===== config.mk =====
export PLATFORM = sky130hd
export DESIGN_NAME = gpio_port
export DESIGN_NICKNAME = d
export VERILOG_FILES = /design/src/core/gpio_port_pkg.sv /design/src/core/gpio_pin_cell.sv /design/src/core/gpio_irq_group.sv /design/src/core/gpio_port.sv
export SDC_FILE = /design/constraint.sdc
export NUM_CORES = 1
export LEC_CHECK = 0
export BUFFER_PORTS_ARGS = -buffer_cell sky130_fd_sc_hd__buf_2
export CORE_MARGIN = 1
export CORE_UTILIZATION = 48
export CTS_CLUSTER_SIZE = 28
export DETAILED_ROUTE_END_ITERATION = 12
export GPL_ROUTABILITY_DRIVEN = 0
export PLACE_DENSITY = 0.77
export SLEW_MARGIN = 20
export SYNTH_ARGS = -nofsm -noshare
export SYNTH_HDL_FRONTEND = slang
export SYNTH_SLANG_ARGS = --single-unit

===== constraint.sdc =====
create_clock -name clk_in -period 5.4 [get_ports clk_in]
set_input_delay 0.81 -clock clk_in [delete_from_list [all_inputs] [get_ports clk_in]]
set_output_delay 0.81 -clock clk_in [all_outputs]
set_load 0.05 [all_outputs]

===== src/core/gpio_port_pkg.sv =====
// What this block does
// - eight pins, each input, interrupt input, output
// - bit N of each word except sense controls pin N
// - direction zero: input, read returns pin level
// - input option bit: floating or pull-up
// - latch write on input leaves pin unchanged
// - interrupt-enabled input pins with option bit set raise external requests
// - edge/level sensitivity from external control bits
// - grouped interrupt pins combined by NAND
// - request latch hidden, cleared on vector fetch
// - sensitivity change clears pending request
// - direction one: drive latch, read returns latch
// - output option: push-pull or open-drain drive
// - peripheral alternate function overrides port programming
// - peripheral output forces pin to output mode
// - peripheral input pin stays readable via latch
// - pull-up only input pull-up; high driver only push-pull
// - option encoding: 0 floating/open-drain, 1 pull-up/push-pull
// - latch, direction, option reset to zero
// - input with alternate output reads alternate output
package gpio_port_pkg;
  // ----------------------------------------
  // register map
  // ----------------------------------------
  localparam logic [11:0] ADDR_DATA_LATCH = 12'h000;
  localparam logic [11:0] ADDR_DIRECTION = 12'h004;
  localparam logic [11:0] ADDR_OPTION = 12'h008;
  localparam logic [11:0] ADDR_SENSE = 12'h00C;
  localparam logic [11:0] ADDR_IRQ_ENABLE = 12'h010;
  localparam logic [11:0] ADDR_IRQ_STATE = 12'h014;
  localparam logic [7:0] RESET_WORD = 8'h00;
  localparam logic [1:0] RESET_SENSE = 2'h0;
  // sensitivity encodings
  localparam logic [1:0] SENSE_FALL_LOW = 2'h0;
  localparam logic [1:0] SENSE_RISE = 2'h1;
  localparam logic [1:0] SENSE_FALL = 2'h2;
  localparam logic [1:0] SENSE_BOTH = 2'h3;
  localparam logic [1:0] HTRANS_NONSEQ = 2'h2;
  localparam logic [2:0] HSIZE_WORD = 3'h2;
endpackage : gpio_port_pkg


===== src/core/gpio_pin_cell.sv =====
`timescale 1ns/1ps
module gpio_pin_cell (
  input wire logic dir_in,
  input wire logic opt_in,
  input wire logic latch_in,
  input wire logic alt_out_en_in,
  input wire logic alt_od_in,
  input wire logic alt_val_in,
  input wire logic pin_sync_in,
  output logic drive_low_out,
  output logic drive_high_out,
  output logic pull_up_out,
  output logic read_out
);
  logic is_out;
  logic val;
  logic push;
  always_comb begin
    is_out = alt_out_en_in | dir_in;
    val = alt_out_en_in ? alt_val_in : latch_in;
    push = alt_out_en_in ? ~alt_od_in : opt_in;
    drive_low_out = is_out & ~val;
    drive_high_out = is_out & val & push;
    pull_up_out = ~is_out & opt_in;
    if (dir_in) begin
      read_out = latch_in;
    end else if (alt_out_en_in) begin
      read_out = alt_val_in;
    end else begin
      read_out = pin_sync_in;
    end
  end
endmodule : gpio_pin_cell


===== src/core/gpio_irq_group.sv =====
`timescale 1ns/1ps
module gpio_irq_group
  import gpio_port_pkg::*;
(
  input wire logic clk_in,
  input wire logic rst_in,
  input wire logic [7:0] member_in,
  input wire logic [7:0] pins_in,
  input wire logic [1:0] sense_in,
  input wire logic sense_change_in,
  input wire logic fetch_in,
  output logic pending_out
);
  logic src;
  logic src_prev_ff;
  logic ev;
  // nand of selected pins: any low pin forces it high
  assign src = ~(&(pins_in | ~member_in));
  always_ff @(posedge clk_in) begin
    if (rst_in) begin
      src_prev_ff <= 1'b0;
    end else begin
      src_prev_ff <= src;
    end
  end
  always_comb begin
    case (sense_in)
      SENSE_RISE: ev = src & ~src_prev_ff;
      SENSE_FALL: ev = ~src & src_prev_ff;
      SENSE_BOTH: ev = src ^ src_prev_ff;
      default: ev = (|member_in) & ~src; // falling edge and low level, with src low meaning pin high
    endcase
  end
  always_ff @(posedge clk_in) begin
    if (rst_in || sense_change_in) begin
      pending_out <= 1'b0;
    end else if ((|member_in) && ev) begin
      pending_out <= 1'b1;
    end else if (fetch_in) begin
      pending_out <= 1'b0;
    end
  end
endmodule : gpio_irq_group


===== src/core/gpio_port.sv =====
`timescale 1ns/1ps
module gpio_port
  import gpio_port_pkg::*;
#(
  parameter int unsigned PINS = 8,
  parameter logic [7:0] IRQ_PINS = 8'hFF
) (
  input wire logic clk_in,
  input wire logic rst_in,
  input wire logic hsel_in,
  input wire logic [11:0] haddr_in,
  input wire logic [1:0] htrans_in,
  input wire logic hwrite_in,
  input wire logic [2:0] hsize_in,
  input wire logic [31:0] hwdata_in,
  input wire logic hready_in,
  output logic [31:0] hrdata_out,
  output logic hreadyout_out,
  output logic hresp_out,
  input wire logic [PINS-1:0] pin_in,
  output logic [PINS-1:0] pin_out,
  output logic [PINS-1:0] pin_oe_n_out,
  output logic [PINS-1:0] pull_up_out,
  input wire logic [PINS-1:0] alt_out_en_in,
  input wire logic [PINS-1:0] alt_od_in,
  input wire logic [PINS-1:0] alt_val_in,
  output logic [PINS-1:0] alt_pin_out,
  input wire logic irq_fetch_in,
  output logic irq_req_out
);
  // ----------------------------------------
  // configuration words
  // ----------------------------------------
  logic [PINS-1:0] pin_data_latch_ff;
  logic [PINS-1:0] direction_ff;
  logic [PINS-1:0] option_ff;
  logic [1:0] sense_ff;
  logic [PINS-1:0] irq_member_ff;
  logic [PINS-1:0] sync1_ff;
  logic [PINS-1:0] sync2_ff;
  logic [PINS-1:0] read_val;
  logic [PINS-1:0] drv_low;
  logic [PINS-1:0] drv_high;
  logic [PINS-1:0] pull;
  logic wr_pend_ff;
  logic [11:0] wr_addr_ff;
  logic sense_change;
  logic pending;
  logic [PINS-1:0] irq_active;
  logic [31:0] nxt_rdata;
  wire logic addr_phase = hsel_in & hready_in & htrans_in[1];
  // ----------------------------------------
  // pin synchroniser
  // ----------------------------------------
  always_ff @(posedge clk_in) begin
    if (rst_in) begin
      sync1_ff <= '0;
      sync2_ff <= '0;
    end else begin
      sync1_ff <= pin_in;
      sync2_ff <= sync1_ff;
    end
  end
  // ----------------------------------------
  // per-pin cells
  // ----------------------------------------
  genvar g;
  generate
    for (g = 0; g < PINS; g++) begin : g_pin
      gpio_pin_cell u_cell (
        .dir_in(direction_ff[g]),
        .opt_in(option_ff[g]),
        .latch_in(pin_data_latch_ff[g]),
        .alt_out_en_in(alt_out_en_in[g]),
        .alt_od_in(alt_od_in[g]),
        .alt_val_in(alt_val_in[g]),
        .pin_sync_in(sync2_ff[g]),
        .drive_low_out(drv_low[g]),
        .drive_high_out(drv_high[g]),
        .pull_up_out(pull[g]),
        .read_out(read_val[g])
      );
    end
  endgenerate
  // registered pad controls
  always_ff @(posedge clk_in) begin
    if (rst_in) begin
      pin_out <= '0;
      pin_oe_n_out <= '1;
      pull_up_out <= '0;
      alt_pin_out <= '0;
    end else begin
      pin_out <= drv_high;
      pin_oe_n_out <= ~(drv_low | drv_high);
      pull_up_out <= pull;
      alt_pin_out <= (pin_data_latch_ff & direction_ff & ~alt_out_en_in)
        | (sync2_ff & ~(direction_ff & ~alt_out_en_in));
    end
  end
  // ----------------------------------------
  // ahb-lite slave
  // ----------------------------------------
  always_ff @(posedge clk_in) begin
    if (rst_in) begin
      wr_pend_ff <= 1'b0;
      wr_addr_ff <= '0;
    end else if (hready_in) begin
      wr_pend_ff <= addr_phase & hwrite_in;
      wr_addr_ff <= haddr_in;
    end
  end
  assign sense_change = wr_pend_ff && wr_addr_ff == ADDR_SENSE && hwdata_in[1:0] != sense_ff;
  always_ff @(posedge clk_in) begin
    if (rst_in) begin
      pin_data_latch_ff <= RESET_WORD;
      direction_ff <= RESET_WORD;
      option_ff <= RESET_WORD;
      sense_ff <= RESET_SENSE;
      irq_member_ff <= RESET_WORD;
    end else if (wr_pend_ff) begin
      if (wr_addr_ff == ADDR_DATA_LATCH) begin
        pin_data_latch_ff <= hwdata_in[PINS-1:0];
      end else if (wr_addr_ff == ADDR_DIRECTION) begin
        direction_ff <= hwdata_in[PINS-1:0];
      end else if (wr_addr_ff == ADDR_OPTION) begin
        option_ff <= hwdata_in[PINS-1:0];
      end else if (wr_addr_ff == ADDR_SENSE) begin
        sense_ff <= hwdata_in[1:0];
      end else if (wr_addr_ff == ADDR_IRQ_ENABLE) begin
        irq_member_ff <= hwdata_in[PINS-1:0] & IRQ_PINS;
      end
    end
  end
  always_comb begin
    nxt_rdata = '0;
    if (haddr_in == ADDR_DATA_LATCH) begin
      nxt_rdata[PINS-1:0] = read_val;
    end else if (haddr_in == ADDR_DIRECTION) begin
      nxt_rdata[PINS-1:0] = direction_ff;
    end else if (haddr_in == ADDR_OPTION) begin
      nxt_rdata[PINS-1:0] = option_ff;
    end else if (haddr_in == ADDR_SENSE) begin
      nxt_rdata[1:0] = sense_ff;
    end else if (haddr_in == ADDR_IRQ_ENABLE) begin
      nxt_rdata[PINS-1:0] = irq_member_ff;
    end else if (haddr_in == ADDR_IRQ_STATE) begin
      nxt_rdata[PINS-1:0] = irq_active;
    end
  end
  always_ff @(posedge clk_in) begin
    if (rst_in) begin
      hrdata_out <= '0;
    end else if (addr_phase && !hwrite_in) begin
      hrdata_out <= nxt_rdata;
    end
  end
  always_ff @(posedge clk_in) begin
    if (rst_in) begin
      hreadyout_out <= 1'b0;
      hresp_out <= 1'b0;
    end else begin
      hreadyout_out <= 1'b1;
      hresp_out <= 1'b0;
    end
  end
  // ----------------------------------------
  // external interrupt group
  // ----------------------------------------
  // interrupt only on input pins with option set and group membership
  assign irq_active = irq_member_ff & ~direction_ff & option_ff & ~alt_out_en_in;
  gpio_irq_group u_group (
    .clk_in(clk_in),
    .rst_in(rst_in),
    .member_in(irq_active),
    .pins_in(sync2_ff),
    .sense_in(sense_ff),
    .sense_change_in(sense_change),
    .fetch_in(irq_fetch_in),
    .pending_out(pending)
  );
  always_ff @(posedge clk_in) begin
    if (rst_in) begin
      irq_req_out <= 1'b0;
    end else begin
      irq_req_out <= pending;
    end
  end
  // ----------------------------------------
  // checks
  // ----------------------------------------
  property p_reset_input;
    @(posedge clk_in) rst_in |=> pin_oe_n_out == '1 && direction_ff == '0;
  endproperty
  a_reset_input: assert property (p_reset_input) else $error("pins not inputs after reset");
  property p_dir_apply;
    @(posedge clk_in) disable iff (rst_in) wr_pend_ff && wr_addr_ff == ADDR_DIRECTION
      |=> direction_ff == $past(hwdata_in[PINS-1:0]);
  endproperty
  a_dir_apply: assert property (p_dir_apply) else $error("direction not applied next cycle");
  property p_input_no_drive;
    @(posedge clk_in) disable iff (rst_in) (direction_ff[0] == 1'b0 && !alt_out_en_in[0])
      ##1 (direction_ff[0] == 1'b0 && !alt_out_en_in[0]) |-> pin_oe_n_out[0];
  endproperty
  a_input_no_drive: assert property (p_input_no_drive) else $error("input pin driven");
  property p_pull_only_input;
    @(posedge clk_in) disable iff (rst_in) pull_up_out[0] |-> $past(!direction_ff[0] && option_ff[0]);
  endproperty
  a_pull_only_input: assert property (p_pull_only_input) else $error("pull-up outside input mode");
  property p_od_float;
    @(posedge clk_in) disable iff (rst_in) ($past(direction_ff[0] && !option_ff[0] && !alt_out_en_in[0]
      && pin_data_latch_ff[0])) |-> pin_oe_n_out[0] && !pin_out[0];
  endproperty
  a_od_float: assert property (p_od_float) else $error("open drain high not floating");
  property p_alt_forces_out;
    @(posedge clk_in) disable iff (rst_in) $past(alt_out_en_in[0]) |-> !pin_oe_n_out[0];
  endproperty
  a_alt_forces_out: assert property (p_alt_forces_out) else $error("alternate output not driven");
  property p_sense_clear;
    @(posedge clk_in) disable iff (rst_in) sense_change |=> !pending;
  endproperty
  a_sense_clear: assert property (p_sense_clear) else $error("sense change kept request");
  property p_req_follow;
    @(posedge clk_in) disable iff (rst_in) pending |=> irq_req_out;
  endproperty
  a_req_follow: assert property (p_req_follow) else $error("request not presented");
endmodule : gpio_port


After elaboration in Yosys (flattened, before gate mapping)
Index checks and enable logic that the tools add are counted.
Operators by class
  equality and inequality tests: 13
  mux-type cells: 43
  bitwise operators: 92
  reductions and logical operators: 16
Operators with widths (count)
  $and 8x8->8: 7
  $eq 12x4->1 const B: 4
  $mux 8: 5
  $not 8->8: 5
  $and 1x1->1: 38
  $eq 12x5->1 const B: 3
  $mux 1: 35
  $not 1->1: 30
  $eq 12x3->1 const B: 2
  $logic_not 12->1: 2
  $or 8x8->8: 3
  $or 1x1->1: 8
  $reduce_and 8->1: 1
  $reduce_or 8->1: 1
  $mux 6: 1
  $reduce_and 6->1: 1
  $reduce_and 5->1: 1
  $eq 2x2->1 const B: 2
  $logic_and 1x1->1: 4
  $reduce_and 4->1: 1
  $pmux 1 s3: 1
  $reduce_and 3->1: 1
  $eq 2x1->1 const B: 1
  $mux 2: 1
  6 further kinds: 6
Storage, ports and cells
  output and inout port bits: 67
  logic and storage cells: 182
  register bits after elaboration: 107

Depth between registers and ports, before layout
  word-level depth: 12
  depth in mapped cells: 10

Cells and area by module
Synthesis repeated with hierarchy kept, for this count alone.
Unflattened totals
  cell total of the unflattened synthesis: 526
  area, all modules: 4859.7 sq um
Modules (own cells, without submodules)
  gpio_port: cells each 436, seq. area each 2102.0 sq um, instances 1, area an instance 4170.2 sq um
  gpio_pin_cell: cells each 8, seq. area each 0.0 sq um, instances 8, area an instance 61.3 sq um
  gpio_irq_group: cells each 26, seq. area each 40.0 sq um, instances 1, area an instance 198.9 sq um

Worst setup path before layout
No wires, ideal clock.
  path kind: in2reg
  from: input alt_out_en_in[6]
  to: register u_group.pending_out
  data arrival time: 2.226 ns
  cell stages on the path: 8
  required time: 5.305 ns
  library setup time: 0.095 ns
  setup slack: 3.079 ns
  path buffers: 0
  cells stage by stage: nor4bb_1 -> a22oi_1 -> o311a_1 -> nand2_1 -> ha_1 -> mux2i_1 -> a32oi_1 -> a221oi_1
On the way
  word-level cells in the longest chain between the ends: 10
  elaborated cells on any way between the ends: 15
  those cells by class: 2 x mux; 9 x bitwise; 4 x reduce/logical
Ends and longest elaborated chain
  from (decl): line gpio_port.sv:24  | input wire logic [PINS-1:0] alt_out_en_in,
  $not 8->8 (*): line gpio_port.sv:170  | assign irq_active = irq_member_ff & ~direction_ff & option_ff & ~alt_out_en_in;
  $and 8x8->8 (*): line gpio_port.sv:170
  $not 8->8 (*): line gpio_irq_group.sv:18  | assign src = ~(&(pins_in | ~member_in));
  $or 8x8->8 (*): line gpio_irq_group.sv:18
  $reduce_and 8->1 (*): line gpio_irq_group.sv:18
  $not 1->1 (*): line gpio_irq_group.sv:18
  net u_group.src: line gpio_irq_group.sv:14  | logic src;
  $xor 1x1->1 or $and 1x1->1 (tied branches): line gpio_irq_group.sv:30, gpio_irq_group.sv:28
  $pmux 1 s3 (*): line gpio_irq_group.sv:27  | case (sense_in)
  $logic_and 1x1->1 (*): line gpio_irq_group.sv:37  | end else if ((|member_in) && ev) begin
  $mux 1 or $reduce_bool 2->1 (tied branches)
  to (signal assigned): line gpio_irq_group.sv:36  | pending_out <= 1'b0;
  to (signal assigned): line gpio_irq_group.sv:38  | pending_out <= 1'b1;
  to (signal assigned): line gpio_irq_group.sv:40  | pending_out <= 1'b0;
  to (decl): line gpio_irq_group.sv:12  | output logic pending_out
The timed path passes the listed nets; every way through them passes the cells marked *.
A chain may end at the register's enable or synchronous reset.

Final worst setup path
  from: input alt_out_en_in[7]
  to: register u_group.pending_out
The elaborated chain is that of the path after synthesis.

==> reports/results.txt <==
Hold buffers post-CTS: 0
Vias post-DR: 3740
Kind of critical path: in2reg
Clock tree sinks: 107
CTS tree: built
Chip width: 101.0 um
Worst Min Path Start: sync1_ff[3]$_SDFF_PP0_
Clock-pin transition on the worst setup and hold timing paths: 0.09 ns
Drc violations: 0
Sw Ratio: 26.10%
Pint: 1095 uW
Worst hold margin: 0.4406 ns
Final ANT Viol Nets: 0
Vias/cell: 5.194
CP Buf/Inv Count: 1
CTS Root Cell: clkbuf_8
FF+latch count, synth: 107
Cells after Synth: 497
Worst skew pair latency: 0.37 ns
Final WL: 10.65 mm
Final worst path period need: 2.655 ns
Post-synth EDFFs: 0
GR Overflow Total: 0
Logic pwr share: 12.0%
Sw Pwr: 386.9 uW
CP max FO: 7
Syn_area_per_cell: 9.471 um^2
Max reg flops: 12
Slew Limit Headroom: 31.49%
Status: completed
RSZ-0062 raised after global routing: false
Post-cts sizing count: 0
Worst Tran Pin Value: 1.028 ns
Final setup viols: 0
Setup tns final: 0 ns
CP max stage delay: 0.68 ns
Inserted Clock Buffers: 9
Crit path launch type: input port
Ports: 154
Share of cells above drive strength 1: 22.00%
PD cells: 275.4 nW/um^2
Site Rows: 35
CP max-delay cell: nor4bb_1
DP HPWL: 7.522 mm
GR Util All Layers: 21.27%
Hold Vio Cnt, Final: 0
Starting density of the core: 50.23%
Area growth syn-to-layout: 14.35%
# nets final: 675
Hold WC Path Type: reg2reg
Worst-path cell chain: buf_2, nor4bb_1, a22oi_1, o211a_1, nand2_1, ha_1, mux2i_1, a32oi_1, a221oi_1
Crit-path leading delay family: compound AO/OA/AOI/OAI gates
Worst Clk Skew: 0.008132 ns
Drt first pass iters: 5
Post-synthesis async set-or-reset flop share: 0%
Worst VDD drop: 0.1570 mV
Critical Path Source: alt_out_en_in[7]
R2R Path Start: direction_ff[7]$_SDFFE_PP0P_
H-tree lvl count: 3
Worst Path Required: 5.66 ns
Die area: 10210 um^2
Synth cell types: 49
Biggest register: wr_addr_ff
Mapped cell area: 4707 um^2
Max Cap Viol: 0
Core area: 9371 um^2
First-pass GRT wire length: 16.68 mm
Tcrit/Tclk final: 49.17%
Vias in the first global route: 3449
Initial antenna violation count: 0
Ys Warns: 0
Clock Path Buffers: 2
Port buffer count: 100
Setup bufs post-CTS: 0
Clock share of power: 33.0%
Sequential share of power: 55.0%
Fmax: 376.6 MHz
Critical path capture point type: register
Final slew viol count: 0
Worst Path Arrival: 2.92 ns
Ant. Diodes: 0
Drt wl/cell: 14.79 um
Leakage: 0.002521 uW
Pin count of the biggest net entering global routing: 56
Iter 0 DRT Violations: 210
Main synth FF type: dfxtp_1
Tot Pwr: 1482 uW
Seq/Total Area, Yosys: 45.51%
Die Span Y: 101.0 um
## cells in the final DEF, fill, tap and decap left out, drive strengths merged, types with 3 or more instances in the layout
cell	Yosys	final
and3	8	8
nand3	5	5
nor4	3	3
inv	12	12
a22o	5	5
nand2b	15	15
nor2b	22	22
conb	1	25
nand2	28	28
o21ai	7	7
clkbuf	15	13
buf	31	101
a32o	7	7
mux2	10	10
nor3	10	10
mux2i	75	75
nor2	76	76
dfxtp	107	107
a21oi	20	20
nor4bb	6	6
## logic make-up after synthesis
| logic type | Yosys count | share of synthesized area (%) |
|---|---|---|
| other cells | 1 | 0.07967 |
| fa+ha+maj | 1 | 0.2658 |
| simple gates | 188 | 20.47 |
| mux | 85 | 18.34 |
| buf+inv | 58 | 6.858 |
| xor+xnor | 2 | 0.3722 |
| flops | 107 | 45.51 |
| compound gates | 55 | 8.107 |
## per-stage QoR
stage	util, %	instances	setup WS, ns	area (um^2)
2_1_floorplan	-	521	3.079	4797
3_3_place_gp	55.37	705	2.545	5189
3_5_place_dp	55.37	705	2.477	5189
4_1_cts	57.44	720	2.848	5383
5_1_grt	57.44	720	2.660	5383
6_report	57.44	720	2.745	5383
## layout make-up
cell class,count,area [um^2]
Fill cell,864,3989
Multi-Input combinational cell,356,2332
Sequential cell,107,2142
Timing Repair Buffer,101,508.0
Tap cell,129,161.4
Clock buffer,13,158.9
Inverter,12,45.04
Clock inverter,2,35.03
## synthesized netlist by cell type (2+ instances only)
library cell  count  share of area, %
a221oi_1          2              0.37
dfxtp_1         107                46
inv_1            12              0.96
clkbuf_1         15               1.2
nor3b_1           2              0.32
buf_1             2              0.16
nor4bb_1          6               1.3
buf_2             3              0.32
nand3_1           5              0.53
a21oi_1          20               2.1
a32o_1            7               1.5
a22o_1            5              0.93
nor2b_1          22               2.9
and3_1            8               1.1
o21ai_0           7              0.74
nor2_1           76               6.1
a22oi_1           2              0.32
nand2b_1         15               2.0
xnor2_1           2              0.37
nand2_1          27               2.2
nand4b_1          2              0.37
or4_1             2              0.32
mux2i_1          75                16
nor3_1           10               1.1
mux2_2           10               2.4
and2_1            2              0.27
nand4_1           2              0.27
buf_4            25               4.0
o31ai_1           2              0.32
a31oi_1           2              0.27
nand3b_1          2              0.32
## power by group through the flow
stage | logic, uW | clock network, uW | registers [uW]
after floorplan | 116 | 0 | 856
after global routing | 191 | 526 | 817
after CTS | 177 | 495 | 815
after detailed placement | 177 | 0 | 833
final | 178 | 489 | 815
after global placement | 174 | 0 | 832
## worst paths after layout
check | to | slack, ns | cells after the start
setup / recovery | u_group.pending_out$_SDFFE_PP0P_ | 2.74 | 9
hold / removal | sync2_ff[3]$_SDFF_PP0_ | 0.44 | 1
setup reg to reg | u_group.pending_out$_SDFFE_PP0P_ | 2.92 | 8
hold reg to reg | sync2_ff[3]$_SDFF_PP0_ | 0.44 | 1
## per-layer routing
| metal | vias to the layer above | track usage, % | routed length [um] | share of wire (%) |
|---|---|---|---|---|
| li1 | 1845 | - | - | - |
| met1 | 1741 | 26.83 | 4922 | 46 |
| met2 | 134 | 35.72 | 4922 | 46 |
| met3 | 20 | 4.300 | 589 | 5.5 |
| met4 | 0 | 8.250 | 214 | 2.0 |
| met5 | - | 0 | 0 | 0 |
(Power assumes the default switching activity.)
